$ cat src/logic/fpc_pkg.sv
// constants, types and field layouts of the flash program and protect controller
// Function
// - software loads timing reload with clock MHz minus one before any modification
// - two protection bits per 2-KB block, kept in pairs of 32-bit registers
// - cleared program enable refuses program and erase of that block
// - cleared read enable allows instruction fetch only, no data reads
// - data read of a read-protected block is blocked with a bus fault
// - protected program or erase sets raw access flag; mask gates interrupt
// - every protection bit defaults to one, open access
// - uncommitted configuration survives all resets except power-on reset
// - raw programming flag sets when program or erase completes
// - raw flags always readable; masked status and interrupt follow the mask
// - writing one to the clear register clears raw and masked flag
// - flash accesses stall while program or erase runs
// - word program: data, address, then write command; write bit clears at end
// - page erase: address, then erase command; erase bit clears at end
// - mass erase command; mass erase bit clears once the array is erased
// - commit command commits the selected configuration word; commit bit polls busy
// - commit codes zero to three select read/program enable words from themselves
// - commit codes 8000_0000 to 8000_0003 select user words from their own contents
// - configuration words ignore erases and bits only go from one to zero
// - user and debug words commit once, flagged by bit 31; protection repeatedly
// - erase sets block bits to one, programming only clears bits
package fpc_pkg;
  localparam int ADDR_W = 12;
  localparam int FADDR_W = 17;
  localparam int BLK_LSB = 11;
  localparam int PAGE_LSB = 10;
  // ****************************************************
  // register offsets
  // ****************************************************
  localparam logic [11:0] OFF_ADDR = 12'h000;
  localparam logic [11:0] OFF_DATA = 12'h004;
  localparam logic [11:0] OFF_CMD = 12'h008;
  localparam logic [11:0] OFF_RAW = 12'h00c;
  localparam logic [11:0] OFF_MASK = 12'h010;
  localparam logic [11:0] OFF_CLR = 12'h014;
  localparam logic [11:0] OFF_RE0 = 12'h130;
  localparam logic [11:0] OFF_PE0 = 12'h134;
  localparam logic [11:0] OFF_RELOAD = 12'h140;
  localparam logic [11:0] OFF_DBG = 12'h1d0;
  localparam logic [11:0] OFF_USER0 = 12'h1e0;
  localparam logic [11:0] OFF_RE0_ALT = 12'h200;
  localparam logic [11:0] OFF_RE1 = 12'h204;
  localparam logic [11:0] OFF_PE0_ALT = 12'h400;
  localparam logic [11:0] OFF_PE1 = 12'h404;
  // ****************************************************
  // fields, codes and reset values
  // ****************************************************
  localparam logic [15:0] WRITE_KEY = 16'ha442;
  localparam int CMD_WRITE = 0;
  localparam int CMD_ERASE = 1;
  localparam int CMD_MASS = 2;
  localparam int CMD_COMMIT = 3;
  localparam int IRQ_ACCESS = 0;
  localparam int IRQ_PROG = 1;
  localparam int NW_BIT = 31;
  localparam logic [31:0] DBG_CODE = 32'h7510_0000;
  localparam logic [29:0] USER_CODE_HI = 30'h2000_0000;
  localparam logic [31:0] PROT_RST = 32'hffff_ffff;
  localparam logic [31:0] USER_RST = 32'hffff_ffff;
  localparam logic [31:0] DBG_RST = 32'hffff_fffe;
  localparam logic [7:0] RELOAD_RST = 8'h18;
  // operation times in microseconds
  localparam int PROG_US = 20;
  localparam int ERASE_US = 20000;
  localparam int MASS_US = 200000;
  localparam int COMMIT_US = 20;
  // commit selectors seen by the array
  localparam logic [3:0] SEL_USER0 = 4'h4;
  localparam logic [3:0] SEL_DBG = 4'h8;

  typedef enum logic [0:0] {ST_IDLE = 1'b0, ST_RUN = 1'b1} fpc_state_t;

  typedef struct packed {
    logic [1:0][31:0] re;
    logic [1:0][31:0] pe;
    logic [3:0][31:0] user;
    logic [31:0] dbg;
  } fpc_nv_t;

  typedef struct packed {
    logic busy;
    logic prog;
    logic page_erase;
    logic mass_erase;
    logic [FADDR_W-1:0] addr;
    logic [31:0] data;
  } fpc_array_t;

  typedef struct packed {
    logic valid;
    logic [3:0] sel;
    logic [31:0] data;
  } fpc_commit_t;
endpackage

$ cat src/logic/fpc_top.sv
// flash program, erase, commit and protection controller
`timescale 1ns/1ps
module fpc_top
  import fpc_pkg::*;
#(
  parameter int PROG_TIME_US = PROG_US,
  parameter int ERASE_TIME_US = ERASE_US,
  parameter int MASS_TIME_US = MASS_US,
  parameter int COMMIT_TIME_US = COMMIT_US
) (
  input wire logic ref_clk, // system clock
  input wire logic arst_n, // system reset
  input wire logic por_n, // power-on reset
  input wire logic [ADDR_W-1:0] reg_addr, // register byte address
  input wire logic [31:0] reg_wdata, // register write data
  input wire logic reg_wr, // register write strobe
  input wire logic reg_rd, // register read strobe
  output logic [31:0] reg_rdata, // read data, cycle after strobe
  input wire logic rq_valid, // processor flash read request
  input wire logic [FADDR_W-1:0] rq_addr, // flash read address
  input wire logic rq_fetch, // request is an instruction fetch
  output logic rq_stall, // request held off
  output logic rq_fault, // bus fault for request
  output logic arr_rd_en, // read passed to array
  output fpc_array_t arr_op, // operation to array
  output fpc_commit_t nv_commit, // commit pulse to array
  input fpc_nv_t nv_committed, // committed words from array
  output logic irq // controller interrupt
);
  // ****************************************************
  // state
  // ****************************************************
  fpc_state_t state_reg, state_next;
  fpc_nv_t nv_reg, nv_next;
  logic [31:0] addr_reg;
  logic [31:0] data_reg;
  logic [3:0] cmd_reg;
  logic [1:0] raw_reg;
  logic [1:0] mask_reg;
  logic [7:0] reload_reg;
  logic [7:0] tick_reg;
  logic [17:0] us_reg;
  logic restore_reg;
  logic [3:0] csel_reg;
  logic [31:0] cdata_reg;
  logic [31:0] rdata_reg;
  fpc_array_t arr_reg;
  fpc_commit_t commit_reg;

  // system reset leaves the configuration words alone
  wire rst_n = arst_n & por_n;

  // ****************************************************
  // decode
  // ****************************************************
  wire hit_addr = reg_addr == OFF_ADDR;
  wire hit_data = reg_addr == OFF_DATA;
  wire hit_cmd = reg_addr == OFF_CMD;
  wire hit_raw = reg_addr == OFF_RAW;
  wire hit_mask = reg_addr == OFF_MASK;
  wire hit_clr = reg_addr == OFF_CLR;
  wire hit_reload = reg_addr == OFF_RELOAD;
  wire hit_dbg = reg_addr == OFF_DBG;
  wire hit_re0 = (reg_addr == OFF_RE0) || (reg_addr == OFF_RE0_ALT);
  wire hit_pe0 = (reg_addr == OFF_PE0) || (reg_addr == OFF_PE0_ALT);
  wire hit_re1 = reg_addr == OFF_RE1;
  wire hit_pe1 = reg_addr == OFF_PE1;
  wire hit_user = (reg_addr[ADDR_W-1:4] == OFF_USER0[ADDR_W-1:4]);
  wire [1:0] user_idx = reg_addr[3:2];

  wire busy = state_reg == ST_RUN;
  wire [1:0] masked = raw_reg & mask_reg;

  // ****************************************************
  // command acceptance and protection check
  // ****************************************************
  wire key_ok = reg_wdata[31:16] == WRITE_KEY;
  wire cmd_wr = reg_wr && hit_cmd && key_ok && !busy;
  wire [63:0] pe_bits = {nv_reg.pe[1], nv_reg.pe[0]};
  wire [63:0] re_bits = {nv_reg.re[1], nv_reg.re[0]};
  wire [5:0] op_blk = addr_reg[FADDR_W-1:BLK_LSB];
  wire blk_pe_ok = pe_bits[op_blk];
  // mass erase would touch every block, so any locked block refuses it
  wire all_pe_ok = &pe_bits;
  wire want_write = cmd_wr && reg_wdata[CMD_WRITE];
  wire want_erase = cmd_wr && !reg_wdata[CMD_WRITE] && reg_wdata[CMD_ERASE];
  wire want_mass = cmd_wr && reg_wdata[2:0] == 3'b100;
  wire want_commit = cmd_wr && reg_wdata[3:0] == 4'b1000;
  wire go_write = want_write && blk_pe_ok;
  wire go_erase = want_erase && blk_pe_ok;
  wire go_mass = want_mass && all_pe_ok;
  wire denied = (want_write || want_erase) && !blk_pe_ok || want_mass && !all_pe_ok;

  // commit target selection
  wire is_prot = addr_reg[31:2] == 30'h0;
  wire is_user = addr_reg[31:2] == USER_CODE_HI;
  wire is_dbg = addr_reg == DBG_CODE;
  wire [1:0] cidx = addr_reg[1:0];
  // codes 0..3 map read0, prog0, read1, prog1
  wire [31:0] prot_src = cidx[0] ? nv_reg.pe[cidx[1]] : nv_reg.re[cidx[1]];
  wire user_open = nv_reg.user[cidx][NW_BIT];
  wire dbg_open = nv_reg.dbg[NW_BIT];
  wire commit_ok = is_prot || is_user && user_open || is_dbg && dbg_open;
  wire go_commit = want_commit && commit_ok;
  wire [3:0] csel_next = is_prot ? {2'b00, cidx} :
                         is_user ? (SEL_USER0 | {2'b00, cidx}) : SEL_DBG;
  // committed user and debug words carry a cleared flag, so a power-on restore keeps them locked
  wire [31:0] nw_clear = ~(32'h1 << NW_BIT);
  wire [31:0] cdata_next = is_prot ? prot_src :
                           is_user ? (nv_reg.user[cidx] & nw_clear) :
                           (nv_reg.dbg & data_reg & nw_clear);
  wire go_any = go_write || go_erase || go_mass || go_commit;

  // ****************************************************
  // microsecond timebase and operation length
  // ****************************************************
  wire tick = tick_reg == 8'h00;
  wire [17:0] op_us = go_write ? 18'(PROG_TIME_US) :
                      go_erase ? 18'(ERASE_TIME_US) :
                      go_mass ? 18'(MASS_TIME_US) : 18'(COMMIT_TIME_US);
  wire op_end = busy && tick && (us_reg == 18'h00001);
  wire prog_done = op_end && !cmd_reg[CMD_COMMIT];
  wire commit_done = op_end && cmd_reg[CMD_COMMIT];

  always_comb begin
    state_next = state_reg;
    case (state_reg)
      ST_IDLE: begin
        if (go_any) begin
          state_next = ST_RUN;
        end
      end
      ST_RUN: begin
        if (op_end) begin
          state_next = ST_IDLE;
        end
      end
      default: begin
        state_next = ST_IDLE;
      end
    endcase
  end

  // ****************************************************
  // configuration words
  // ****************************************************
  always_comb begin
    nv_next = nv_reg;
    if (restore_reg) begin
      nv_next = nv_committed;
    end else begin
      if (reg_wr && hit_re0) begin
        nv_next.re[0] = nv_reg.re[0] & reg_wdata;
      end
      if (reg_wr && hit_pe0) begin
        nv_next.pe[0] = nv_reg.pe[0] & reg_wdata;
      end
      if (reg_wr && hit_re1) begin
        nv_next.re[1] = nv_reg.re[1] & reg_wdata;
      end
      if (reg_wr && hit_pe1) begin
        nv_next.pe[1] = nv_reg.pe[1] & reg_wdata;
      end
      if (reg_wr && hit_user && nv_reg.user[user_idx][NW_BIT]) begin
        nv_next.user[user_idx] = nv_reg.user[user_idx] & reg_wdata;
      end
      if (commit_done && csel_reg[3]) begin
        nv_next.dbg = cdata_reg & ~(32'h1 << NW_BIT);
      end else if (commit_done && csel_reg[2]) begin
        nv_next.user[csel_reg[1:0]][NW_BIT] = 1'b0;
      end
    end
  end

  // only power-on reset reloads these; a system reset keeps trial values
  always_ff @(posedge ref_clk or negedge por_n) begin
    if (!por_n) begin
      nv_reg <= {{2{PROT_RST}}, {2{PROT_RST}}, {4{USER_RST}}, DBG_RST};
      restore_reg <= 1'b1;
    end else begin
      nv_reg <= nv_next;
      restore_reg <= 1'b0;
    end
  end

  // ****************************************************
  // control registers
  // ****************************************************
  always_ff @(posedge ref_clk or negedge rst_n) begin
    if (!rst_n) begin
      state_reg <= ST_IDLE;
      addr_reg <= 32'h0000_0000;
      data_reg <= 32'h0000_0000;
      mask_reg <= 2'b00;
      reload_reg <= RELOAD_RST;
    end else begin
      state_reg <= state_next;
      if (reg_wr && hit_addr && !busy) begin
        addr_reg <= reg_wdata;
      end
      if (reg_wr && hit_data && !busy) begin
        data_reg <= reg_wdata;
      end
      if (reg_wr && hit_mask) begin
        mask_reg <= reg_wdata[1:0];
      end
      if (reg_wr && hit_reload) begin
        reload_reg <= reg_wdata[7:0];
      end
    end
  end

  always_ff @(posedge ref_clk or negedge rst_n) begin
    if (!rst_n) begin
      cmd_reg <= 4'h0;
      tick_reg <= 8'h00;
      us_reg <= 18'h00000;
      csel_reg <= 4'h0;
      cdata_reg <= 32'h0000_0000;
    end else if (go_any) begin
      cmd_reg <= {go_commit, go_mass, go_erase, go_write};
      tick_reg <= reload_reg;
      us_reg <= op_us;
      csel_reg <= csel_next;
      cdata_reg <= cdata_next;
    end else if (busy) begin
      tick_reg <= tick ? reload_reg : tick_reg - 8'h01;
      us_reg <= tick ? us_reg - 18'h00001 : us_reg;
      // command bit stays up for polling and drops as the operation ends
      cmd_reg <= op_end ? 4'h0 : cmd_reg;
    end
  end

  // ****************************************************
  // interrupt flags
  // ****************************************************
  // a new event in the clearing cycle wins over the clear
  wire [1:0] clr_bits = (reg_wr && hit_clr) ? reg_wdata[1:0] : 2'b00;
  wire [1:0] set_bits = {prog_done, denied};

  always_ff @(posedge ref_clk or negedge rst_n) begin
    if (!rst_n) begin
      raw_reg <= 2'b00;
    end else begin
      raw_reg <= (raw_reg & ~clr_bits) | set_bits;
    end
  end

  // ****************************************************
  // array and commit outputs
  // ****************************************************
  always_ff @(posedge ref_clk or negedge rst_n) begin
    if (!rst_n) begin
      arr_reg <= '0;
      commit_reg <= '0;
    end else begin
      commit_reg.valid <= commit_done;
      commit_reg.sel <= csel_reg;
      commit_reg.data <= cdata_reg;
      if (go_write || go_erase || go_mass) begin
        arr_reg.busy <= 1'b1;
        arr_reg.prog <= go_write;
        arr_reg.page_erase <= go_erase;
        arr_reg.mass_erase <= go_mass;
        // low address bits are dropped; misaligned requests are the caller's risk
        arr_reg.addr <= go_erase ? {addr_reg[FADDR_W-1:PAGE_LSB], 10'h000} :
                                   {addr_reg[FADDR_W-1:2], 2'b00};
        arr_reg.data <= data_reg;
      end else if (prog_done) begin
        arr_reg <= '0;
      end
    end
  end

  // ****************************************************
  // processor read path
  // ****************************************************
  wire [5:0] rq_blk = rq_addr[FADDR_W-1:BLK_LSB];
  assign rq_stall = rq_valid && arr_reg.busy;
  assign rq_fault = rq_valid && !rq_fetch && !re_bits[rq_blk];
  assign arr_rd_en = rq_valid && !arr_reg.busy && !rq_fault;
  assign arr_op = arr_reg;
  assign nv_commit = commit_reg;
  assign irq = |masked;

  // ****************************************************
  // register read
  // ****************************************************
  // the debug word is read only; it changes only through its commit
  wire [31:0] rd_mux = hit_addr ? addr_reg :
                       hit_data ? data_reg :
                       hit_cmd ? {28'h0, cmd_reg} :
                       hit_raw ? {30'h0, raw_reg} :
                       hit_mask ? {30'h0, mask_reg} :
                       hit_clr ? {30'h0, masked} :
                       hit_reload ? {24'h0, reload_reg} :
                       hit_dbg ? nv_reg.dbg :
                       hit_re0 ? nv_reg.re[0] :
                       hit_pe0 ? nv_reg.pe[0] :
                       hit_re1 ? nv_reg.re[1] :
                       hit_pe1 ? nv_reg.pe[1] :
                       hit_user ? nv_reg.user[user_idx] : 32'h0000_0000;

  always_ff @(posedge ref_clk or negedge rst_n) begin
    if (!rst_n) begin
      rdata_reg <= 32'h0000_0000;
    end else begin
      rdata_reg <= reg_rd ? rd_mux : 32'h0000_0000;
    end
  end

  assign reg_rdata = rdata_reg;
endmodule

$ cat config.mk
export PLATFORM = sky130hd
export DESIGN_NAME = fpc_top
export DESIGN_NICKNAME = d
export VERILOG_FILES = /design/src/logic/fpc_pkg.sv /design/src/logic/fpc_top.sv
export SDC_FILE = /design/constraint.sdc
export NUM_CORES = 1
export LEC_CHECK = 0
export BUFFER_PORTS_ARGS = -buffer_cell sky130_fd_sc_hd__buf_2
export CORE_MARGIN = 10
export CORE_UTILIZATION = 40
export DETAILED_ROUTE_END_ITERATION = 16
export PLACE_DENSITY = 0.57
export SLEW_MARGIN = 40
export SYNTH_ARGS = -nofsm -noshare
export SYNTH_HDL_FRONTEND = slang
export SYNTH_SLANG_ARGS = --single-unit
$ cat constraint.sdc
create_clock -name ref_clk -period 14.6 [get_ports ref_clk]
set_input_delay 2.92 -clock ref_clk [delete_from_list [all_inputs] [get_ports ref_clk]]
set_output_delay 2.92 -clock ref_clk [all_outputs]
set_load 0.005 [all_outputs]
==> out/summary.md <==
• post-cts resize count: 0
• Die Span X: 289 µm
• row count: 98
• count of hold-fix buffers inserted at cts: 0
• routed wirelength normalized by instance count: 31.0 µm
• standard cell core area: 0.0716 mm²
• clock tree from TritonCTS: built
• ranking of synthesized cells by area: dfstp_2 26%, dfrtp_1 23%, mux4_2 9.9%
• buffers from clock root to sink, at most: 3
• Gate power share: 11.6%
• share of flip-flops with an asynchronous set or reset: 100%
• largest clock skew in the final design: 0.0276 ns
• cts bufs inserted: 61
• aggregate global-route resource usage: 29.6%
• port buffer count: 468
• data arrival time of the worst path: 5.85 ns
• die area: 0.0834 mm²
• number of violations reported at the end of detailed-routing iteration 0: 3,319
• global-route wire length before repair: 181,000 µm
• Setup Total Neg Slack: 0 ns
• run status: finished, final reports clean
• Placed Cells incl. Taps: 3,990
• switching power of the nets: 1.06 mW
• max reg flops: 287
• startpoint class of the critical path: input port
• number of cells traversed by the worst hold path: 0
• Tightest Hold Check Type: reg2reg
• VDD IR-drop max: 0.0000934 V
• die height: 289 µm
• number of enable-type register cells in the synthesized netlist: 0
• proportion of synthesized chip area in sequential cells: 49.1%
• setup violation total in the final timing report: 0
• Boundary Pins: 482
• antenna-violating nets left: 0
• final estimated routing congestion in global placement: 0.952
• number of detailed-route iterations in the first pass: 10
• Initial Utilization: 40.4%
• Reg area: 0.0142 mm²
• worst slew slack as a fraction of its limit: 39.6%
• global-route congestion overflow total: 0
• Internal: 2.87 mW
• relative area change from synthesis to final layout: 18.9%
• number of fill cells in the layout: 6,758
• final-report max-slew violation count: 0
• register bit total from synthesis: 552
• transition at the pin with the smallest max-transition slack: 0.905 ns
• switching share of power: 27.0%
• number of standard cells in the final layout excluding fillers: 4,113
• nets@finish: 3,464
• ratio of total power to cell area: 114 mW/mm²
• Primary FF master, synth: dfstp_2
• DRC errors left: 0
• largest net degree at the start of global routing: 142
• share of final-layout standard cells stronger than drive strength 1: 34.9%
• Skew-Pair Late Insertion Delay: 0.66 ns
• Req. time, crit path: 11.68 ns
• sequential fraction of design power: 45.7%
• cell type with the largest total area after synthesis: dfstp_2
• drt via density: 6.27
• largest fanout of any net on the critical path: 16
• overall power: 3.92 mW
• Mean Syn Cell Area: 10.5 µm²
• antenna violations before repair: 13
• total via count after detailed routing: 25,805
• area of the mapped netlist: 0.0289 mm²
• portion of synthesized cell area occupied by the leading cell type: 26.4%
• number of instances in the synthesized netlist: 2,743
• Critical Setup Path Class: in2out
• maximum clock frequency: 114 MHz
• warnings from Yosys: 0
• number of H-tree levels: 2
• Num Clock Sinks: 552
• Post-CTS Setup Bufs: 0
• crit share post-route: 60.1%
• area of the multi-input gates: 0.0138 mm²
• final WL: 128,000 µm
• clk slew on worst S/H paths: 0.06 ns
• Clk pwr share: 42.7%
• via count of the first global-routing pass: 25,345
• Final Critical Period: 8.77 ns
• count of unique library cells instantiated by Yosys: 74
• CTS root buffer: clkbuf_16
• Final Hold Vio Count: 0
• number of maximum-capacitance constraint violations: 0
• worst reg2reg path depth: 8
• final core area utilization: 48.0%
• setup repair after global routing missed its margin: no
• static leakage: 15.1 nW
• Critical Path End Type: primary output
• half-perimeter wire length of the detailed placement result: 93,800 µm
synthesized netlist by cell type (4+ instances only):
cell type and instances:
nand2_1 498, dfstp_2 290, dfrtp_1 262, o21ai_0 246, clkbuf_1 183, mux4_2 127, a22o_1 124, a21oi_1 84
a221o_1 84, nor3b_1 80, nor2_1 76, nand3_1 71, a31oi_1 67, mux2i_1 61, inv_1 50, nor2b_1 42
nand2b_1 39, and2_1 38, mux2_2 36, a221oi_1 34, a222oi_1 30, nor3_1 28, nand4_1 23, buf_1 17
nor4_1 16, buf_2 12, xnor2_1 10, a21o_1 8, and3_1 8, o21ai_1 7, a22oi_1 5, nor4b_1 5
o22ai_1 5, o31ai_1 5, or3_1 5, a32o_1 4, buf_4 4, nand3b_1 4, or2_2 4
cell families (layout without fill, tap and decap cells):
kind of cell | count (synthesis) | count (layout) | synth area share, %
multiplexers | 224 | 224 | 13.4
XOR/XNOR | 12 | 12 | 0.364
other | 1 | 8 | 0.0130
flip-flops | 552 | 552 | 49.1
adder cells (fa/ha/maj) | 3 | 3 | 0.130
AND/OR/NAND/NOR | 952 | 952 | 15.8
buffers and inverters | 271 | 684 | 3.68
AO/OA/AOI/OAI | 728 | 728 | 17.5
power groups by stage:
stage / Combinational, mW / Sequential (mW) / Clock [mW]
global placement: 0.434 / 1.80 / 0
CTS: 0.447 / 1.78 / 1.69
global route: 0.485 / 1.80 / 1.76
floorplan: 0.259 / 1.74 / 0
detailed placement: 0.445 / 1.81 / 0
finish: 0.456 / 1.79 / 1.67
layout by cell type, fill, tap and decap left out, drive strengths merged, types with 5 or more instances in the layout:
| cell type | count |
|---|---|
| buf | 515 |
| nand2 | 498 |
| dfstp | 290 |
| dfrtp | 262 |
| o21ai | 254 |
| mux4 | 127 |
| a22o | 124 |
| clkbuf | 91 |
| a221o | 84 |
| a21oi | 84 |
| nor3b | 81 |
| nor2 | 76 |
| nand3 | 71 |
| a31oi | 68 |
| mux2i | 61 |
| inv | 51 |
| nor2b | 42 |
| nand2b | 39 |
| and2 | 38 |
| mux2 | 36 |
| a221oi | 34 |
| a222oi | 30 |
| nor3 | 29 |
| nand4 | 23 |
| nor4 | 18 |
| clkinv | 14 |
| xnor2 | 10 |
| bufinv | 9 |
| and3 | 8 |
| a21o | 8 |
| diode | 5 |
| or3 | 5 |
| o31ai | 5 |
| nor4b | 5 |
| a22oi | 5 |
| o22ai | 5 |
| a32o | 5 |
stage by stage:
step	hold WS [ns]	cell area [µm²]	setup slack, ns
4_1_cts	0.406	34300	5.86
5_1_grt	0.416	34400	5.78
3_3_place_gp	0.385	32000	5.81
6_report	0.407	34400	5.83
3_5_place_dp	0.390	32200	5.86
2_1_floorplan	0.354	28900	3.16
cell type report:
cell class	count	share of cell area, %
flip-flops and latches	552	41.3
multi-input cells	1922	40.2
repair buffers	515	8.19
clock buffers	91	5.12
well taps	950	3.46
clock inverters	25	1.13
inverters	53	0.579
diodes	5	0.0364
per-layer routing:
layer	share of wire [%]	global-route usage [%]
met3	11	8.55
met1	41	41.1
met5	0.040	0
met4	3.2	9.26
met2	44	44.0
path summary, 6_finish.rpt:
check | from | endpoint | slack, ns
worst max-delay path | rq_addr[11] | arr_rd_en | 5.83
worst min register to register | cdata_reg[11]$_DFFE_PN0P_ | nv_commit[11]$_DFF_PN0_ | 0.41
max in group asynchronous | por_n | arr_op[42]$_DFFE_PN0P_ | 10.68
worst max register to register | addr_reg[12]$_DFFE_PN0P_ | arr_op[34]$_DFFE_PN0P_ | 10.32
min in group asynchronous | arst_n | nv_commit[31]$_DFF_PN0_ | 2.29
worst min-delay path | cdata_reg[11]$_DFFE_PN0P_ | nv_commit[11]$_DFF_PN0_ | 0.41
critical path, stage by stage:
cell,delay [ns]
buf_2,0.56
mux4_2,0.62
mux4_2,0.55
mux2i_1,0.33
nor2_1,0.07
a2111oi_0,0.55
nor3_1,0.08
buf_2,0.15
No activity file was read; power rests on OpenSTA's default activity.
